File: config.mk
export PLATFORM = sky130hd
export DESIGN_NAME = rsc_ctrl
export DESIGN_NICKNAME = d
export VERILOG_FILES = /design/src/core/rsc_pkg.sv /design/src/core/rsc_ctrl.sv /design/src/core/rsc_sync.sv /design/src/core/rsc_pinfilt.sv
export SDC_FILE = /design/constraint.sdc
export NUM_CORES = 1
export LEC_CHECK = 0
export BUFFER_PORTS_ARGS = -buffer_cell sky130_fd_sc_hd__buf_4
export CAP_MARGIN = 40
export CORE_ASPECT_RATIO = 1.4
export CORE_MARGIN = 2
export CORE_UTILIZATION = 25
export CTS_CLUSTER_DIAMETER = 200
export DETAILED_ROUTE_END_ITERATION = 6
export PLACE_DENSITY = 0.49
export SYNTH_ARGS = -nofsm -noshare
export SYNTH_HDL_FRONTEND = slang
export SYNTH_SLANG_ARGS = --single-unit
File: constraint.sdc
create_clock -name i_mclk -period 5.95 [get_ports i_mclk]
set_input_delay 0 -clock i_mclk [delete_from_list [all_inputs] [get_ports i_mclk]]
set_output_delay 0 -clock i_mclk [all_outputs]
set_load 0.02 [all_outputs]
File: src/core/rsc_pkg.sv
// Purpose: constants and carrier types for the reset and stop recovery controller
// Assumes: 200 MHz system clock stands in for the internal precision oscillator
// Notes:   register index 0 is the cause/watchdog-control word, index 1 the debugger control word
package rsc_pkg;
	localparam logic [1:0]  RSC_IDX_CAUSE     = 2'h0; // cause read / watchdog control write
	localparam logic [1:0]  RSC_IDX_DBGCTL    = 2'h1; // debugger control register
	localparam logic [1:0]  RSC_IDX_CLKCTL    = 2'h2; // clock source control register
	localparam logic [1:0]  RSC_IDX_STATE     = 2'h3; // live controller state
	localparam int          RSC_CAUSE_POR     = 7;
	localparam int          RSC_CAUSE_STOP    = 6;
	localparam int          RSC_CAUSE_WDT     = 5;
	localparam int          RSC_CAUSE_EXT     = 4;
	localparam int          RSC_DBG_RST_BIT   = 0;
	localparam logic [7:0]  RSC_WDTCTL_RESET  = 8'h00;
	localparam logic [7:0]  RSC_CLKCTL_RESET  = 8'hA0; // selects internal precision source
	localparam logic [7:0]  RSC_DBGCTL_RESET  = 8'h00;
	localparam logic [7:0]  RSC_CAUSE_RESET   = 8'h80;
	localparam logic [15:0] RSC_VECTOR_HI     = 16'h0002;
	localparam logic [15:0] RSC_VECTOR_LO     = 16'h0003;
	localparam int          RSC_HOLD_SHORT    = 66;
	localparam int          RSC_HOLD_LONG     = 5000;
	localparam int          RSC_PIN_MIN_CYC   = 4;
	localparam int          RSC_CNT_W         = 13;

	typedef enum logic [2:0] {
		RSC_ST_RUN,
		RSC_ST_WAIT_SUPPLY,
		RSC_ST_HOLD,
		RSC_ST_PIN_WAIT,
		RSC_ST_FETCH_HI,
		RSC_ST_FETCH_LO
	} rsc_state_type;

	typedef struct packed {
		logic por;
		logic brownout;
		logic wdt;
		logic pin_reset_flag;
		logic dbg;
	} rsc_src_type;

	typedef struct packed {
		logic       rd;
		logic       wr;
		logic [1:0] addr;
		logic [7:0] wdata;
	} rsc_bus_type;
endpackage

File: src/core/rsc_ctrl.sv
// What this block does
// - any of power-on, brownout, watchdog-reset, enabled pin, debugger bit starts system reset.
// - in stop mode, watchdog time-out or enabled pin change starts stop recovery.
// - hold reset 66 oscillator cycles, or 5000 with crystal enabled.
// - stop recovery resets CPU, touching only watchdog and clock control registers.
// - power-on and brownout delay counts only after supply passes threshold.
// - pin still low when delay ends keeps reset until release.
// - reset start makes pins inputs without pull-ups; reset pin becomes open-drain.
// - reset pin driven low during supply wait and hold delay; software may later repurpose it.
// - CPU and peripherals idle in reset; oscillators keep running.
// - control registers take reset values; pointers, flags and RAM stay undefined.
// - leaving reset, fetch vector from bytes 0002h and 0003h into program counter.
// - after system reset the internal precision clock source is selected.
// - pin pulses under four clock cycles are ignored in normal or halt.
// - debugger reset resets all but the debugger itself.
// - power-on or brownout recovery sets the power-on cause flag.
// - brownout holds reset while supply low, then runs full power-on sequence.
// - option bit decides whether brownout monitor stays on in stop mode.
// - watchdog time-out resets when option bit is 1, else raises interrupt.
// - watchdog reset sets the watchdog cause flag.
// - reading the cause register clears its upper four bits.
// - pin-caused reset sets the pin cause flag.
// - any stop recovery sets the stop cause flag.
//
// Purpose: reset sequencer, cause register and reset pin control
// Assumes: i_mclk is the internal precision clock; option bits are static levels
// Notes:   register port: read data valid the cycle after the read strobe
//
// The register offsets and strobed register access are this design's own decisions.
`timescale 1ns/1ps
module rsc_ctrl
	import rsc_pkg::*;
#(
	parameter int HOLD_LONG = RSC_HOLD_LONG // crystal hold count, shortenable
) (
	input  wire logic        i_mclk,            // system clock
	input  wire logic        i_reset_n,         // async reset
	input  wire logic        i_por_n,           // power-on monitor, low = supply below threshold
	input  wire logic        i_brownout,        // brownout monitor, high = supply low
	input  wire logic        i_supply_ok,       // supply above power-on threshold
	input  wire logic        i_wdt_timeout,     // watchdog time-out pulse
	input  wire logic        i_wdt_reset_sel,   // watchdog_reset_select_option
	input  wire logic        i_brownout_keep_on,// brownout_keep_on_option
	input  wire logic        i_xtal_en,         // crystal enabled option
	input  wire logic        i_pin_reset_en,    // alternate reset function enabled
	input  wire logic        i_stop_mode,       // CPU in stop mode
	input  wire logic [7:0]  i_gpio,            // raw port pins
	input  wire logic [7:0]  i_gpio_smr_en,     // pins enabled as recovery sources
	input  wire logic        i_rst_pin,         // shared_reset_port_pin level
	input  wire logic [15:0] i_pmem_data,       // program memory byte in low bits
	input  wire logic        i_wr,              // register write strobe
	input  wire logic        i_rd,              // register read strobe
	input  wire logic [1:0]  i_addr,            // register index
	input  wire logic [7:0]  i_wdata,           // write data
	output logic      [7:0]  o_rdata,           // read data
	output logic             o_rst_pin_out,     // reset pin output level (always 0)
	output logic             o_rst_pin_oe,      // reset pin drive enable
	output logic             o_gpio_reset,      // port configs to input, pull-ups off
	output logic             o_cpu_reset,       // CPU held
	output logic             o_periph_reset,    // peripherals held (system reset only)
	output logic             o_dbg_keep,        // debugger not reset in this reset
	output logic             o_brownout_en,     // brownout monitor enable
	output logic             o_wdt_irq,         // watchdog interrupt pulse
	output logic      [15:0] o_pmem_addr,       // vector fetch address
	output logic      [15:0] o_pc,              // program counter load value
	output logic             o_pc_load,         // pulse: load program counter
	output logic      [7:0]  o_watchdog_control_reg,         // watchdog_control_reg
	output logic      [7:0]  o_clk_ctl          // clock_source_control_reg
);
	logic        pin_s;
	logic        rst_pin_low;
	logic        pin_req;
	logic [7:0]  gpio_s;
	logic [7:0]  gpio_prev_q;
	rsc_state_type st_q, st_d;
	logic [RSC_CNT_W-1:0] cnt_q, cnt_d;
	logic        sys_q, sys_d;       // current reset is a system reset
	logic [7:0]  cause_q, cause_d;
	logic [7:0]  wdtctl_q, wdtctl_d;
	logic [7:0]  clkctl_q, clkctl_d;
	logic [7:0]  dbgctl_q, dbgctl_d;
	logic [7:0]  rdata_q, rdata_d;
	logic [15:0] pc_q, pc_d;
	logic        pcld_q, pcld_d;
	logic        irq_q, irq_d;
	logic        dbgkeep_q, dbgkeep_d;
	logic        cpu_q, per_q, drv_q, bo_q, gpr_q;
	logic [15:0] paddr_q, paddr_d;
	rsc_src_type src;
	rsc_bus_type bus;
	logic        any_sys, smr_evt, supply_low;
	logic [RSC_CNT_W-1:0] hold;

	// pins cross into the clock domain first
	rsc_sync #(.W(8), .INI(32'h0)) u_gsync (
		.i_mclk   (i_mclk),
		.i_reset_n(i_reset_n),
		.i_async  (i_gpio),
		.o_sync   (gpio_s)
	);
	rsc_sync #(.W(1), .INI(32'h1)) u_psync (
		.i_mclk   (i_mclk),
		.i_reset_n(i_reset_n),
		.i_async  (i_rst_pin),
		.o_sync   (pin_s)
	);
	assign rst_pin_low = ~pin_s & i_pin_reset_en;

	rsc_pinfilt u_filt (
		.i_mclk   (i_mclk),
		.i_reset_n(i_reset_n),
		.i_pin_low(rst_pin_low),
		.o_pin_req(pin_req)
	);

	// request gathering
	always_comb begin
		bus         = '{rd: i_rd, wr: i_wr, addr: i_addr, wdata: i_wdata};
		supply_low  = ~i_por_n | (i_brownout & (~i_stop_mode | i_brownout_keep_on));
		src.por     = ~i_por_n;
		src.brownout= supply_low & i_por_n;
		src.wdt     = i_wdt_timeout & i_wdt_reset_sel & ~i_stop_mode;
		src.pin_reset_flag     = pin_req;
		src.dbg     = dbgctl_q[RSC_DBG_RST_BIT];
		any_sys     = |src;
		smr_evt     = i_stop_mode & (i_wdt_timeout | |((gpio_s ^ gpio_prev_q) & i_gpio_smr_en));
		hold        = i_xtal_en ? RSC_CNT_W'(HOLD_LONG) : RSC_CNT_W'(RSC_HOLD_SHORT);
	end

	// sequencer and registers, next values
	always_comb begin
		st_d      = st_q;
		cnt_d     = cnt_q;
		sys_d     = sys_q;
		cause_d   = cause_q;
		wdtctl_d  = wdtctl_q;
		clkctl_d  = clkctl_q;
		dbgctl_d  = dbgctl_q;
		rdata_d   = 8'h00;
		pc_d      = pc_q;
		pcld_d    = 1'b0;
		irq_d     = 1'b0;
		dbgkeep_d = dbgkeep_q;
		paddr_d   = paddr_q;
		// register port; read clears upper cause bits
		if (bus.rd) begin
			case (bus.addr)
				RSC_IDX_CAUSE:  rdata_d = cause_q;
				RSC_IDX_DBGCTL: rdata_d = dbgctl_q;
				RSC_IDX_CLKCTL: rdata_d = clkctl_q;
				RSC_IDX_STATE:  rdata_d = {5'h00, 3'(st_q)};
				default:        rdata_d = 8'h00;
			endcase
			if (bus.addr == RSC_IDX_CAUSE)
				cause_d = {4'h0, cause_q[3:0]};
		end
		if (bus.wr) begin
			case (bus.addr)
				RSC_IDX_CAUSE:  wdtctl_d = bus.wdata;
				RSC_IDX_DBGCTL: dbgctl_d = bus.wdata;
				RSC_IDX_CLKCTL: clkctl_d = bus.wdata;
				default: ;
			endcase
		end
		if (i_wdt_timeout & ~i_wdt_reset_sel)
			irq_d = 1'b1;
		case (st_q)
			RSC_ST_RUN: begin
				if (any_sys) begin
					sys_d     = 1'b1;
					dbgkeep_d = src.dbg & ~src.por & ~src.brownout;
					wdtctl_d  = RSC_WDTCTL_RESET;
					clkctl_d  = RSC_CLKCTL_RESET;
					dbgctl_d  = RSC_DBGCTL_RESET;
					cause_d   = 8'h00;
					cause_d[RSC_CAUSE_POR] = src.por | src.brownout | src.dbg;
					cause_d[RSC_CAUSE_WDT] = src.wdt;
					cause_d[RSC_CAUSE_EXT] = src.pin_reset_flag;
					cnt_d     = '0;
					st_d      = (src.por | src.brownout) ? RSC_ST_WAIT_SUPPLY : RSC_ST_HOLD;
				end else if (smr_evt) begin
					sys_d     = 1'b0;
					dbgkeep_d = 1'b1;
					wdtctl_d  = RSC_WDTCTL_RESET;
					clkctl_d  = RSC_CLKCTL_RESET;
					cause_d[RSC_CAUSE_STOP] = 1'b1;
					cause_d[RSC_CAUSE_WDT]  = i_wdt_timeout;
					cnt_d     = '0;
					st_d      = RSC_ST_HOLD;
				end
			end
			RSC_ST_WAIT_SUPPLY: begin
				cnt_d = '0;
				if (i_supply_ok & ~supply_low)
					st_d = RSC_ST_HOLD;
			end
			RSC_ST_HOLD: begin
				if (supply_low) begin
					st_d = RSC_ST_WAIT_SUPPLY;
					cause_d[RSC_CAUSE_POR] = 1'b1;
				end else if (cnt_q >= hold - RSC_CNT_W'(1))
					st_d = RSC_ST_PIN_WAIT;
				else
					cnt_d = cnt_q + RSC_CNT_W'(1);
			end
			RSC_ST_PIN_WAIT: begin
				if (supply_low)
					st_d = RSC_ST_WAIT_SUPPLY;
				else if (!rst_pin_low) begin
					st_d    = RSC_ST_FETCH_HI;
					paddr_d = RSC_VECTOR_HI;
				end
			end
			RSC_ST_FETCH_HI: begin
				pc_d[15:8] = i_pmem_data[7:0];
				paddr_d    = RSC_VECTOR_LO;
				st_d       = RSC_ST_FETCH_LO;
			end
			RSC_ST_FETCH_LO: begin
				pc_d[7:0] = i_pmem_data[7:0];
				pcld_d    = 1'b1;
				sys_d     = 1'b0;
				dbgkeep_d = 1'b0;
				st_d      = RSC_ST_RUN;
			end
			default: st_d = RSC_ST_RUN;
		endcase
	end

	// state registers; cpu idles outside RUN, peripherals only in a system reset
	always_ff @(posedge i_mclk or negedge i_reset_n) begin
		if (!i_reset_n) begin
			st_q        <= RSC_ST_WAIT_SUPPLY;
			cnt_q       <= '0;
			sys_q       <= 1'b1;
			cause_q     <= RSC_CAUSE_RESET;
			wdtctl_q    <= RSC_WDTCTL_RESET;
			clkctl_q    <= RSC_CLKCTL_RESET;
			dbgctl_q    <= RSC_DBGCTL_RESET;
			rdata_q     <= 8'h00;
			pc_q        <= 16'h0000;
			pcld_q      <= 1'b0;
			irq_q       <= 1'b0;
			dbgkeep_q   <= 1'b0;
			paddr_q     <= 16'h0000;
			gpio_prev_q <= 8'h00;
			cpu_q       <= 1'b1;
			per_q       <= 1'b1;
			drv_q       <= 1'b1;
			gpr_q       <= 1'b1;
			bo_q        <= 1'b1;
		end else begin
			st_q        <= st_d;
			cnt_q       <= cnt_d;
			sys_q       <= sys_d;
			cause_q     <= cause_d;
			wdtctl_q    <= wdtctl_d;
			clkctl_q    <= clkctl_d;
			dbgctl_q    <= dbgctl_d;
			rdata_q     <= rdata_d;
			pc_q        <= pc_d;
			pcld_q      <= pcld_d;
			irq_q       <= irq_d;
			dbgkeep_q   <= dbgkeep_d;
			paddr_q     <= paddr_d;
			gpio_prev_q <= gpio_s;
			cpu_q       <= (st_d != RSC_ST_RUN);
			per_q       <= (st_d != RSC_ST_RUN) & sys_d;
			// pin drive lets go when the delay ends, else pin wait would hear our own low
			drv_q       <= ((st_d == RSC_ST_WAIT_SUPPLY) | (st_d == RSC_ST_HOLD)) & sys_d;
			gpr_q       <= (st_d != RSC_ST_RUN) & sys_d;
			bo_q        <= ~i_stop_mode | i_brownout_keep_on;
		end
	end

	assign o_rdata        = rdata_q;
	assign o_rst_pin_out  = 1'b0;
	assign o_rst_pin_oe   = drv_q;  // open drain, low only
	assign o_gpio_reset   = gpr_q;
	assign o_cpu_reset    = cpu_q;
	assign o_periph_reset = per_q;
	assign o_dbg_keep     = dbgkeep_q;
	assign o_brownout_en  = bo_q;
	assign o_wdt_irq      = irq_q;
	assign o_pmem_addr    = paddr_q;
	assign o_pc           = pc_q;
	assign o_pc_load      = pcld_q;
	assign o_watchdog_control_reg      = wdtctl_q;
	assign o_clk_ctl      = clkctl_q;
endmodule

File: src/core/rsc_sync.sv
// Purpose: two flip-flop synchroniser for a vector of pin levels
// Assumes: inputs asynchronous to i_mclk
// Notes:   first stage is read only by the second
`timescale 1ns/1ps
module rsc_sync #(
	parameter int          W   = 1,
	parameter logic [31:0] INI = 32'h0
) (
	input  wire logic         i_mclk,    // system clock
	input  wire logic         i_reset_n, // async reset
	input  wire logic [W-1:0] i_async,   // raw levels
	output logic      [W-1:0] o_sync     // synchronised levels
);
	logic [W-1:0] meta_q;
	logic [W-1:0] sync_q;

	// two-stage capture
	always_ff @(posedge i_mclk or negedge i_reset_n) begin
		if (!i_reset_n) begin
			meta_q <= INI[W-1:0];
			sync_q <= INI[W-1:0];
		end else begin
			meta_q <= i_async;
			sync_q <= meta_q;
		end
	end
	assign o_sync = sync_q;
endmodule

File: src/core/rsc_pinfilt.sv
// Purpose: width filter on the synchronised reset pin
// Assumes: input already synchronised
// Notes:   low for the minimum count of cycles yields a level request
`timescale 1ns/1ps
module rsc_pinfilt
	import rsc_pkg::*;
(
	input  wire logic i_mclk,    // system clock
	input  wire logic i_reset_n, // async reset
	input  wire logic i_pin_low, // synchronised pin low
	output logic      o_pin_req  // pin held low long enough
);
	logic [2:0] cnt_q;
	logic [2:0] cnt_d;
	logic       req_q;
	logic       req_d;

	// count consecutive low cycles, drop short pulses
	always_comb begin
		cnt_d = 3'h0;
		req_d = 1'b0;
		if (i_pin_low) begin
			cnt_d = (cnt_q == 3'(RSC_PIN_MIN_CYC)) ? cnt_q : cnt_q + 3'h1;
			req_d = (cnt_d == 3'(RSC_PIN_MIN_CYC));
		end
	end

	always_ff @(posedge i_mclk or negedge i_reset_n) begin
		if (!i_reset_n) begin
			cnt_q <= 3'h0;
			req_q <= 1'b0;
		end else begin
			cnt_q <= cnt_d;
			req_q <= req_d;
		end
	end
	assign o_pin_req = req_q;
endmodule

# After elaboration in Yosys (flattened, before gate mapping)
# Cells that the tools add are included.
# totals
register_bits	126
in_bits	56
# op_classes
add_sub_neg	3
magnitude_cmp	1
n_eq_ne	17
muxes	54
n_bitwise	26
reduce_logical	11
# op_table
op	count
8-bit 2-to-1 mux	17
13-bit 2-to-1 mux	5
13-bit one-hot mux with 3 select lines	1
16-bit 2-to-1 mux	2
16-bit one-hot mux with 2 select lines	1
8-bit one-hot mux with 4 select lines	1
3-bit 2-to-1 mux	9
3-bit one-hot mux with 5 select lines	1
13-bit by 1-bit adder with 13-bit output (second input constant)	1
13-bit >= comparator	1
13-bit by 1-bit subtractor with 13-bit output (second input constant)	1
1-bit AND	12
3-bit equality test (second input constant)	4
3-bit by 2-bit equality test with 1-bit output (second input constant)	3
1-bit 2-to-1 mux	9
8-bit AND	1
2-bit != test (second input constant)	4
8-bit OR reduction	1
8-bit bitwise XOR	1
7-bit 2-to-1 mux	1
3-bit by 1-bit equality test with 1-bit output (second input constant)	2
2-bit 2-to-1 mux	3
1-bit NOT	6
1-bit OR	6
other kinds (14)	19

# Longest topological paths before layout
# Gate-level depths: netlist of the first run.
# logic_depth
depth_word	12
mapped_depth	9

# Modules after synthesis
# A second synthesis of the first run with hierarchy kept.
# hier_totals
hier_cells	445
hier_area_um2	4794.6
# by_module_without_submodules
mod	n_inst	cells_each	area_per_inst_um2
rsc_ctrl	1	408	4132.7
rsc_sync at u_gsync	1	16	400.4
rsc_pinfilt	1	19	209.0
rsc_sync at u_psync	1	2	52.6

# Worst setup path after synthesis of the first run
# No wires, ideal clock.
# synth_timing
path_type	register -> register
from	reg cnt_q[8]
to	reg cnt_q[11]
setup_time_ps	131
arrival_ps	1901
t_required_ps	5819
slack_ps	3919
stages_incl_launch_ff	9
n_path_buf	1
synth_period_minus_slack_ps	2031
path_cell_list	dfrtp_1 > ha_1 > nand2_1 > nor4b_2 > a21oi_1 > o41a_1 > buf_6 > a41oi_1 > a31oi_1
# synth_between
elab_chain_cells	4
# synth_rtl
element	line_no	source
from (decl)	rsc_ctrl.sv:76	logic [RSC_CNT_W-1:0] cnt_q, cnt_d;
from (signal assigned)	rsc_ctrl.sv:254	cnt_q <= cnt_d;
13-bit by 1-bit adder with 13-bit output	rsc_ctrl.sv:204	cnt_d = cnt_q + RSC_CNT_W'(1);
13-bit 2-to-1 mux	rsc_ctrl.sv:201	end else if (cnt_q >= hold - RSC_CNT_W'(1))
13-bit 2-to-1 mux	rsc_ctrl.sv:198	if (supply_low) begin
13-bit one-hot mux with 3 select lines	rsc_ctrl.sv:167	case (st_q)
# Parallel ways exist; a longest one is shown, timed or not. The select of a mux whose other input is x is not followed.
# A chain may end at the register's enable or synchronous reset.

# Worst setup path after layout of the first run
# layout_timing
from	reg cnt_q[2]
to	reg cnt_q[5]
# Same word-level chain as after synthesis.

==> results of run 1 <==
[power groups by stage]
stage          clock network [mW]  registers [mW]  logic, mW
6_report                    0.662           0.921      0.480
3_5_place_dp                    0           0.934      0.470
3_3_place_gp                    0           0.931      0.460
4_1_cts                     0.682           0.921      0.488
2_1_floorplan                   0            1.01      0.178
5_1_grt                     0.715           0.935      0.522
[synthesized netlist by cell type (all sizes together) (11+ instances only)]
master	instances	area [um^2]
a21oi	33	165
a31oi	14	87.6
buf	27	186
dfrtp	97	2430
dfstp	11	289
inv	11	41.3
mux2i	14	140
nand2	66	250
nand3	22	110
nor2	16	60.1
o21ai	12	60.1
[worst max-delay path, delay by kind of cell (launching register included)]
| family | cells | cell delay [ns] |
|---|---|---|
| buffers and inverters | 1 | 0.26 |
| AOI/OAI and AO/OA | 4 | 0.99 |
| and+or+nand+nor | 2 | 0.36 |
| adders and majority gates | 1 | 0.29 |
| DFF | 1 | 0.44 |
[area by class of cell]
cell class | instances | area, um^2 | share of cell area, %
clock inverter | 6 | 93.8 | 1.47
timing repair buffer | 135 | 1120 | 17.6
clock buffer | 10 | 229 | 3.59
sequential | 108 | 2720 | 42.6
tap | 244 | 305 | 4.79
multi-input combinational | 298 | 1870 | 29.3
inverter | 11 | 41.3 | 0.648
[layer usage]
metal / track usage, % / share of wire, % / vias to the layer above
met5: 0 / 0 / -
met4: 5.36 / 2.4 / 0
met3: 2.54 / 4.1 / 13
met2: 22.9 / 55 / 83
met1: 13.9 / 38 / 1828
li1: - / - / 1754
[final timing paths]
path	start	end	slack, ns	depth (start not counted)
max	cnt_q[2]	cnt_q[5]	3.47	8
min	i_addr[0]	o_rdata[1]	0.02	3
max reg2reg	cnt_q[2]	cnt_q[5]	3.47	8
min reg2reg	u_gsync.meta_q[3]	u_gsync.o_sync[3]	0.35	0
max in group asynchronous	i_reset_n	st_q[0]	4.75	4
min in group asynchronous	i_reset_n	o_rdata[2]	0.17	2
[kinds of logic (layout without fill, tap and decap cells)]
logic type               after synthesis  count (layout)  synth area share (%)
multiplexers                          24              24                  5.27
other                                  1              15                0.0782
flip-flops                           108             108                  56.6
buffers and inverters                 48             162                  5.53
adder cells (fa/ha/maj)               10              10                  2.61
XOR/XNOR                              10              10                  1.83
AND/OR/NAND/NOR                      148             148                  15.1
AO/OA/AOI/OAI                         91              91                  13.0
[per-stage QoR]
stage               instance area (um^2)  setup WS, ns  total power, mW  instances
global placement                    5670          3.19             1.39        759
detailed placement                  5710          3.42             1.40        762
finish                              6370          3.47             2.06        812
floorplan                           4850          3.92             1.19        454
CTS                                 6370          3.39             2.09        812
global route                        6370          3.18             2.17        812
[repair_timing]
item / 4_1_cts / 5_1_grt
hold buffers: 34 / 0
gates resized for setup: 0 / 0
setup buffers: 0 / 0
hold endpoints to repair: 98 / 0
endpoints found under the setup margin: 0 / 0
==> reports/results.tsv, run 1 <==
stage	metric	value	unit
sta	Hold Worst Slack	0.0222	ns
sta	Pins Over Slew Limit	0	
sta	slew of the pin with the lowest slew margin	0.790	ns
finish	flip-flop count of the largest register, all copies and words added	16	
clocking	deepest level of the CTS H-tree	3	
setup_path	data arrival time at the worst-slack endpoint	2.70	ns
floorplan	Die X-Extent	121	um
floorplan	num rows	59	
setup_path	list of cells traversed by the critical path	ha_1, nor4_1, nor4b_2, a21oi_1, o21ai_0, a21oi_1, buf_4, a31oi_1	
clocking	CTS buffer count	9	
global_routing	first-pass GRT wire length	19900	um
drt	Pre-antenna DRT Iters	4	
clocking	clock transition at the register clock pins on the worst setup and hold paths after CTS	0.07	ns
power_and_ir_drop	switching part of the total	30.5	%
outcome	result of the run	completed	
drt	wire per inst	15.2	um
yosys	number of storage elements in the synthesis netlist	108	
power_and_ir_drop	reported net switching power	0.629	mW
sta	final setup fails	0	
drt	Via-to-Cell Ratio	4.53	
setup_path	Worst EP required	6.17	ns
yosys	post-synthesis instance area	4800	um^2
run	max-cap check violation count	0	
power_and_ir_drop	power density over the cells	324	nW/um^2
power_and_ir_drop	internal power of the cells	1.43	mW
yosys	post-synthesis cell type count	54	
yosys	mean instance size in the synthesized netlist	10.9	um^2
yosys	Post-synth top flop	sky130_fd_sc_hd__dfrtp_1	
clocking	clock tree from TritonCTS	built	
setup_path	Critical Path Sink Type	flip-flop	
power_and_ir_drop	part of the power in combinational logic	23.3	%
yosys	number of synthesized flops with an enable pin	0	
sta	fin crit share	41.7	%
setup_path	dominant cell type by count on the critical path	sky130_fd_sc_hd__a21oi_1	
sta	worst clock skew	0.00621	ns
setup_path	worst setup path class	flip-flop to flip-flop	
clocking	maximum buffer depth of the clock tree	2	
drt	DR vias	3678	
yosys	Async S/R FF share, synth	100	%
finish	count of inserted antenna diode cells	0	
clocking	Skew-Pair Late Insertion Delay	0.35	ns
setup_path	delay of the slowest cell on the worst path	0.44	ns
sta	unrepaired setup endpoints after global routing	false	
global_routing	initial antenna violation count	0	
yosys	synthesized instance count	440	
sta	max_slew headroom	47.1	%
placement	port buffer count	97	
finish	nets@finish	629	
clocking	root buf cell	sky130_fd_sc_hd__clkbuf_16	
global_routing	All-Layer GR Usage	12.5	%
worst_hold_path	worst hold path type	input pin to flip-flop	
setup_path	Critical Path Source Type	flip-flop	
sta	number of failing hold endpoints at the final stage	0	
global_routing	residual overflow from global routing	0	
sta	TNS Setup	0	ns
floorplan	I/O pin count	121	
floorplan	initial core utilization	25.7	%
yosys	Yosys warning total	0	
sta	timing-limited maximum frequency	403	MHz
setup_path	worst-path maximum fanout	8	
global_routing	number of global-route vias before repair	3869	
finish	number of filler cells placed in the layout	1893	
finish	synthesis-to-finish area growth	32.8	%
floorplan	y dimension of the die	168	um
global_routing	maximum number of pins on one net before global-route repair	55	
finish	highest-count cells in the layout ignoring fill and taps	sky130_fd_sc_hd__buf_4, sky130_fd_sc_hd__dfrtp_1, sky130_fd_sc_hd__nand2_1	
floorplan	die area	20300	um^2
power_and_ir_drop	Clock power frac	32.1	%
finish	most frequent standard cell in the layout excluding fill and tap cells	sky130_fd_sc_hd__buf_4	
drt	remaining antenna violation count after routing	0	
finish	post-route core utilization	34.1	%
placement	routability cong.	0.778	
setup_path	CP max stage cell	sky130_fd_sc_hd__dfrtp_1	
drt	number of DRC violations after detailed routing	0	
clocking	sink count of the clock tree	108	
power_and_ir_drop	leakage power total	2.96	nW
drt	initial drt markers	315	
power_and_ir_drop	Max rail drop VDD	0.000151	V
placement	estimated wirelength of the detail-placed design	8790	um
finish	fraction of final layout cells sized beyond drive strength 1	26.1	%
yosys	part of the Yosys area used for sequential elements	56.6	%
power_and_ir_drop	fraction of power consumed by sequential logic	44.6	%
sta	final critical delay including setup and external delays	2.48	ns
drt	aggregate routed wire length	12300	um
floorplan	Core Area	18700	um^2
Note: power is estimated with default switching activity, not from simulation.
==> run 2, diff against run 1 <==
--- a/config.mk
+++ b/config.mk
@@ -12,7 +12,7 @@
 export CORE_UTILIZATION = 25
 export CTS_CLUSTER_DIAMETER = 200
 export DETAILED_ROUTE_END_ITERATION = 6
-export PLACE_DENSITY = 0.49
+export PLACE_DENSITY = 0.5
 export SYNTH_ARGS = -nofsm -noshare
 export SYNTH_HDL_FRONTEND = slang
 export SYNTH_SLANG_ARGS = --single-unit
==> constraint.sdc (replaced) <==
create_clock -name i_mclk -period 2.1 [get_ports i_mclk]
set_input_delay 0 -clock i_mclk [delete_from_list [all_inputs] [get_ports i_mclk]]
set_output_delay 0 -clock i_mclk [all_outputs]
set_load 0.02 [all_outputs]
==> reports/results.tsv, run 2 (synthesized netlist as in run 1, its figures left out) <==
stage	metric	value	unit	change
global_routing	residual overflow from global routing	0		unchanged
finish	nets@finish	659		was 629
worst_hold_path	hold endpoint	o_rdata[1]		unchanged
outcome	result of the run	complete, but fails checks		was completed
global_routing	maximum number of pins on one net before global-route repair	46		was 55
finish	post-route core utilization	36.0	%	was 34.1%
sta	max_slew headroom	66.5	%	was 47.1%
worst_hold_path	worst hold path type	input pin to flip-flop		unchanged
finish	fraction of final layout cells sized beyond drive strength 1	32.6	%	was 26.1%
setup_path	Critical Path Source Type	flip-flop		unchanged
drt	aggregate routed wire length	13200	um	was 12,300 um
setup_path	worst setup path class	flip-flop to flip-flop		unchanged
setup_path	worst-path maximum fanout	7		was 8
setup_path	Critical Path Sink Type	flip-flop		unchanged
placement	estimated wirelength of the detail-placed design	9100	um	was 8790 um
global_routing	number of global-route vias before repair	3926		was 3,869
setup_path	register-to-register path setup slack	-0.03	ns	was 3.47 ns
global_routing	first-pass GRT wire length	20600	um	was 19,900 um
outcome	violations in the final reports	setup timing		
clocking	CTS buffer count	9		unchanged
run	max-cap check violation count	0		unchanged
sta	Pins Over Slew Limit	0		unchanged
setup_path	Worst EP required	2.34	ns	was 6.17 ns
worst_hold_path	Hold Startpoint	i_addr[0]		unchanged
setup_path	number of cells traversed by the worst register-to-register path	8		unchanged
drt	wire per inst	15.6	um	was 15.2 um
sta	number of failing hold endpoints at the final stage	0		unchanged
clocking	deepest level of the CTS H-tree	3		unchanged
clocking	Skew-Pair Late Insertion Delay	0.36	ns	was 0.35 ns
floorplan	num rows	59		unchanged
floorplan	die area	20300	um^2	unchanged
drt	Pre-antenna DRT Iters	4		unchanged
floorplan	Core Area	18700	um^2	unchanged
placement	total placed cells including tap cells	788		was 762
power_and_ir_drop	Max rail drop VDD	0.000536	V	was 0.000151 V
sta	unrepaired setup endpoints after global routing	true		was false
finish	flip-flop count of the largest register, all copies and words added	16		unchanged
power_and_ir_drop	power density over the cells	857	nW/um^2	was 324 nW/um^2
finish	most frequent standard cell in the layout excluding fill and tap cells	sky130_fd_sc_hd__buf_4		unchanged
drt	DR vias	3832		was 3,678
power_and_ir_drop	leakage power total	3.12	nW	was 2.96 nW
drt	remaining antenna violation count after routing	0		unchanged
setup_path	FF-to-FF Start	cnt_q[8]		was cnt_q[2]
sta	final worst-path setup slack	-0.0343	ns	was 3.47 ns
finish	number of filler cells placed in the layout	1849		was 1,893
placement	port buffer count	97		unchanged
global_routing	initial antenna violation count	0		unchanged
sta	final critical delay including setup and external delays	2.13	ns	was 2.48 ns
sta	final setup fails	12		was 0
clocking	root buf cell	sky130_fd_sc_hd__clkbuf_16		unchanged
finish	count of inserted antenna diode cells	0		unchanged
sta	worst clock skew	0.00750	ns	was 0.00621 ns
clocking	clock tree from TritonCTS	built		unchanged
floorplan	y dimension of the die	168	um	unchanged
setup_path	data arrival time at the worst-slack endpoint	2.37	ns	was 2.70 ns
clocking	maximum buffer depth of the clock tree	2		unchanged
clocking	clock transition at the register clock pins on the worst setup and hold paths after CTS	0.08	ns	was 0.07 ns
clocking	sink count of the clock tree	108		unchanged
finish	synthesis-to-finish area growth	40.2	%	was 32.8%
setup_path	endpoint of the lowest-slack register-to-register path	cnt_q[6]		was cnt_q[5]
floorplan	Die X-Extent	121	um	unchanged
sta	slew of the pin with the lowest slew margin	0.502	ns	was 0.790 ns
drt	initial drt markers	266		was 315
global_routing	All-Layer GR Usage	13.0	%	was 12.5%
placement	routability cong.	0.778		about the same
sta	timing-limited maximum frequency	469	MHz	was 403 MHz
drt	Via-to-Cell Ratio	4.55		was 4.53
worst_hold_path	number of instances on the worst hold path	3		unchanged
floorplan	I/O pin count	121		unchanged
sta	fin crit share	102	%	was 41.7%
finish	non-filler cells in the finished layout	842		was 812
finish	highest-count cells in the layout ignoring fill and taps	sky130_fd_sc_hd__buf_4, sky130_fd_sc_hd__dfrtp_1, sky130_fd_sc_hd__nand2_1		unchanged
drt	number of DRC violations after detailed routing	0		unchanged
floorplan	initial core utilization	25.7	%	unchanged
-- run 2: how the worst max path moves through the flow --
| stage | startpoint | endpoint | slack [ns] | cells past startpoint |
|---|---|---|---|---|
| 3_5_place_dp | cnt_q[2] | o_gpio_reset | -0.03 | 7 |
| 6_report | cnt_q[8] | cnt_q[6] | -0.03 | 8 |
| 4_1_cts | u_gsync.o_sync[4] | o_clk_ctl[0] | 0.005 | 6 |
| 5_1_grt | cnt_q[8] | cnt_q[6] | -0.13 | 8 |
| 2_1_floorplan | cnt_q[8] | cnt_q[11] | 0.07 | 8 |
| 3_3_place_gp | cnt_q[2] | o_gpio_reset | -0.004 | 7 |
-- run 2: cell type report --
class / instances / area (um^2) / area share, %
well taps: 244 / 305 / 4.54
multi-input cells: 298 / 1990 / 29.6
flip-flops and latches: 108 / 2720 / 40.4
inverters: 11 / 41.3 / 0.614
repair buffers: 165 / 1370 / 20.3
clock inverters: 7 / 78.8 / 1.17
clock buffers: 9 / 225 / 3.35
-- run 2: where the power goes --
group	internal (mW)	switching, mW
Combinational	0.632	0.796
Sequential	2.41	0.189
Clock	0.848	0.890
Total	3.89	1.88
-- run 2: repair_timing --
action,in CTS,in global routing
endpoints found under the hold margin,138,0
pin swaps,2,15
hold buffers,34,0
buffers inserted,0,3
gates cloned,0,1
setup endpoints to repair,15,30
gates resized for setup,1,19
-- run 2: metal layers --
| layer | wire (um) | vias to the layer above | share of wire [%] | global-route usage (%) |
|---|---|---|---|---|
| met2 | 7230 | 89 | 55 | 23.7 |
| met1 | 5110 | 1914 | 39 | 14.6 |
| met5 | 0 | - | 0 | 0 |
| met4 | 307 | 0 | 2.3 | 5.41 |
| met3 | 502 | 17 | 3.8 | 2.51 |
| li1 | - | 1812 | - | - |
-- run 2: worst max-delay path, stage by stage, from the launching register on --
cell and delay (ns):
sky130_fd_sc_hd__dfrtp_1 0.41, sky130_fd_sc_hd__ha_4 0.29, sky130_fd_sc_hd__nand2_4 0.06, sky130_fd_sc_hd__nor4b_4 0.28, sky130_fd_sc_hd__a21oi_2 0.10, sky130_fd_sc_hd__o41a_1 0.48, sky130_fd_sc_hd__buf_12 0.19, sky130_fd_sc_hd__a41oi_2 0.14
sky130_fd_sc_hd__a31oi_1 0.06
-- run 2: through the flow --
stage	area (um^2)	setup WS, ns	setup TNS [ns]	total power [mW]	hold slack (ns)
after floorplan	4850	0.0688	0	3.36	-0.296
after CTS	6560	0.00483	0	5.83	0.00832
final	6730	-0.0343	-0.235	5.76	0.0230
after global placement	5910	-0.00402	-0.00402	3.98	-0.0384
after global routing	6730	-0.125	-1.46	6.07	0.0459
after detailed placement	5910	-0.0328	-0.107	4.01	-0.0344
==> run 3, diff against run 2 <==
--- a/config.mk
+++ b/config.mk
@@ -12,7 +12,7 @@
 export CORE_UTILIZATION = 25
 export CTS_CLUSTER_DIAMETER = 200
 export DETAILED_ROUTE_END_ITERATION = 6
-export PLACE_DENSITY = 0.5
+export PLACE_DENSITY_LB_ADDON = 0.08
 export SYNTH_ARGS = -nofsm -noshare
 export SYNTH_HDL_FRONTEND = slang
 export SYNTH_SLANG_ARGS = --single-unit
==> reports/results.tsv, run 3 (synthesized netlist as in run 1, its figures left out) <==
stage	metric	value	unit	change
global_routing	initial antenna violation count	0		unchanged
setup_path	Worst EP required	2.33	ns	was 2.34 ns
clocking	deepest level of the CTS H-tree	3		unchanged
setup_path	number of cells traversed by the worst register-to-register path	8		unchanged
finish	nets@finish	658		was 659
finish	fraction of final layout cells sized beyond drive strength 1	31.5	%	was 32.6%
finish	count of inserted antenna diode cells	0		unchanged
sta	timing-limited maximum frequency	499	MHz	was 469 MHz
placement	total placed cells including tap cells	791		was 788
clocking	Skew-Pair Late Insertion Delay	0.36	ns	about the same
global_routing	All-Layer GR Usage	13.2	%	was 13.0%
clocking	CTS buffer count	9		unchanged
floorplan	Die X-Extent	121	um	unchanged
setup_path	CP max stage cell	sky130_fd_sc_hd__dfrtp_1		was sky130_fd_sc_hd__o41a_1
setup_path	worst path buffer plus inverter count	1		unchanged
setup_path	Critical Path Sink Type	flip-flop		unchanged
clocking	sink count of the clock tree	108		unchanged
sta	fin crit share	95.5	%	was 102%
drt	Via-to-Cell Ratio	4.46		was 4.55
floorplan	I/O pin count	121		unchanged
setup_path	worst setup path class	flip-flop to flip-flop		unchanged
sta	number of failing hold endpoints at the final stage	0		unchanged
placement	pre-CTS setup slack	-0.0357	ns	was -0.0328 ns
drt	wire per inst	15.5	um	was 15.6 um
setup_path	list of cells traversed by the critical path	ha_4, nor4_2, nor4b_2, a21oi_2, o41a_1, buf_6, a41oi_2, a31oi_1		was ha_4, nand2_4, nor4b_4, a21oi_2, o41a_1, buf_12, a41oi_2, a31oi_1
setup_path	endpoint of the lowest-slack register-to-register path	cnt_q[6]		unchanged
global_routing	residual overflow from global routing	0		unchanged
power_and_ir_drop	leakage power total	3.11	nW	was 3.12 nW
clocking	post-CTS repair timing setup buffer count	0		unchanged
sta	Pins Over Slew Limit	0		unchanged
drt	number of DRC violations after detailed routing	0		unchanged
drt	Pre-antenna DRT Iters	5		was 4
finish	most frequent standard cell in the layout excluding fill and tap cells	sky130_fd_sc_hd__buf_4		unchanged
worst_hold_path	number of instances on the worst hold path	3		unchanged
floorplan	y dimension of the die	168	um	unchanged
worst_hold_path	worst hold path type	input pin to flip-flop		unchanged
setup_path	worst-path maximum fanout	8		was 7
clocking	maximum buffer depth of the clock tree	2		unchanged
sta	worst clock skew	0.00838	ns	was 0.00750 ns
placement	port buffer count	97		unchanged
floorplan	num rows	59		unchanged
clocking	clock transition at the register clock pins on the worst setup and hold paths after CTS	0.08	ns	about the same
setup_path	cell family contributing the most delay on the critical path	compound AO/OA/AOI/OAI gates		unchanged
setup_path	Critical Path Source Type	flip-flop		unchanged
clocking	clock tree from TritonCTS	built		unchanged
sta	TNS Setup	0	ns	was -0.235 ns
drt	remaining antenna violation count after routing	0		unchanged
placement	estimated wirelength of the detail-placed design	9440	um	was 9100 um
setup_path	register-to-register path setup slack	0.09	ns	was -0.03 ns
floorplan	Core Area	18700	um^2	unchanged
drt	DR vias	3754		was 3,832
sta	max_slew headroom	55.1	%	was 66.5%
placement	routability cong.	0.775		was 0.778
setup_path	delay of the slowest cell on the worst path	0.42	ns	was 0.48 ns
finish	non-filler cells in the finished layout	841		was 842
power_and_ir_drop	power density over the cells	894	nW/um^2	was 857 nW/um^2
sta	slew of the pin with the lowest slew margin	0.673	ns	was 0.502 ns
worst_hold_path	Hold Startpoint	i_addr[0]		unchanged
sta	final worst-path setup slack	0.0947	ns	was -0.0343 ns
global_routing	first-pass GRT wire length	20900	um	was 20,600 um
sta	final setup fails	0		was 12
floorplan	initial core utilization	25.7	%	unchanged
outcome	result of the run	completed		was complete, but fails checks
drt	initial drt markers	166		was 266
drt	aggregate routed wire length	13100	um	was 13,200 um
finish	synthesis-to-finish area growth	39.4	%	was 40.2%
setup_path	data arrival time at the worst-slack endpoint	2.24	ns	was 2.37 ns
finish	flip-flop count of the largest register, all copies and words added	16		unchanged
run	max-cap check violation count	0		unchanged
global_routing	maximum number of pins on one net before global-route repair	48		was 46
sta	unrepaired setup endpoints after global routing	true		unchanged
floorplan	die area	20300	um^2	unchanged
power_and_ir_drop	Max rail drop VDD	0.000479	V	was 0.000536 V
worst_hold_path	hold endpoint	o_rdata[1]		unchanged
finish	number of filler cells placed in the layout	1858		was 1,849
sta	final critical delay including setup and external delays	2.01	ns	was 2.13 ns
clocking	root buf cell	sky130_fd_sc_hd__clkbuf_16		unchanged
setup_path	FF-to-FF Start	cnt_q[2]		was cnt_q[8]
finish	highest-count cells in the layout ignoring fill and taps	sky130_fd_sc_hd__buf_4, sky130_fd_sc_hd__dfrtp_1, sky130_fd_sc_hd__nand2_1		unchanged
global_routing	number of global-route vias before repair	3853		was 3,926
[run 3: cell types whose count changed in the layout (fill, tap and decap cells not counted), moves of 2 or more]
cell / delta
sky130_fd_sc_hd__bufinv_16: +2
sky130_fd_sc_hd__a21oi_1: +3
sky130_fd_sc_hd__a21oi_2: -3
sky130_fd_sc_hd__buf_6: +2
[run 3: where the power goes]
part | internal [mW] | switching [mW] | total (mW)
combinational | 0.633 | 0.791 | 1.42
sequential | 2.41 | 0.189 | 2.60
clock | 1.10 | 0.851 | 1.96
total | 4.15 | 1.83 | 5.98
[run 3: area by class of cell]
cell class,count,area (um^2),area share [%]
Inverter,11,41.3,0.618
Timing Repair Buffer,164,1340,20.0
Clock inverter,6,105,1.57
Multi-Input combinational cell,298,1940,29.0
Sequential cell,108,2720,40.6
Tap cell,244,305,4.57
Clock buffer,10,239,3.57
[run 3: worst max-delay path by stage]
stage | startpoint | to | cells after the start | slack [ns]
after CTS | gpio_prev_q[4] | o_clk_ctl[0] | 6 | 0.02
after floorplan | cnt_q[8] | cnt_q[11] | 8 | 0.07
after global routing | cnt_q[2] | cnt_q[6] | 8 | -0.02
after global placement | cnt_q[2] | o_gpio_reset | 7 | 0.003
final | cnt_q[2] | cnt_q[6] | 8 | 0.09
after detailed placement | cnt_q[2] | o_gpio_reset | 7 | -0.04
[run 3: per-layer routing]
metal / share of wire [%] / wire, um / GRT usage, % / vias up
li1: - / - / - / 1813
met2: 51 / 6720 / 23.1 / 104
met3: 5.1 / 664 / 3.12 / 17
met5: 0 / 0 / 0 / -
met4: 2.3 / 298 / 5.31 / 0
met1: 41 / 5380 / 15.5 / 1820
[run 3: stage by stage]
step                hold WS (ns)  utilization (%)  power (mW)  instance area (um^2)
floorplan                 -0.296                -        3.36                  4850
global placement          0.0881             31.7        4.01                  5920
detailed placement        0.0918             31.7        4.02                  5920
CTS                      0.00473             35.4        6.09                  6610
global route              0.0580             35.8        6.31                  6690
finish                    0.0206             35.8        5.98                  6690
[run 3: tightest hold or removal path: stages]
cell                      delay [ns]
sky130_fd_sc_hd__buf_4          0.15
sky130_fd_sc_hd__a22oi_1        0.09
sky130_fd_sc_hd__nor2b_1        0.10
[run 3: what timing repair did]
action / in CTS / in global routing
endpoints found under the setup margin: 13 / 28
resized for setup: 1 / 12
hold endpoints to repair: 95 / 0
hold buffers: 34 / 0
pin swaps: 3 / 6
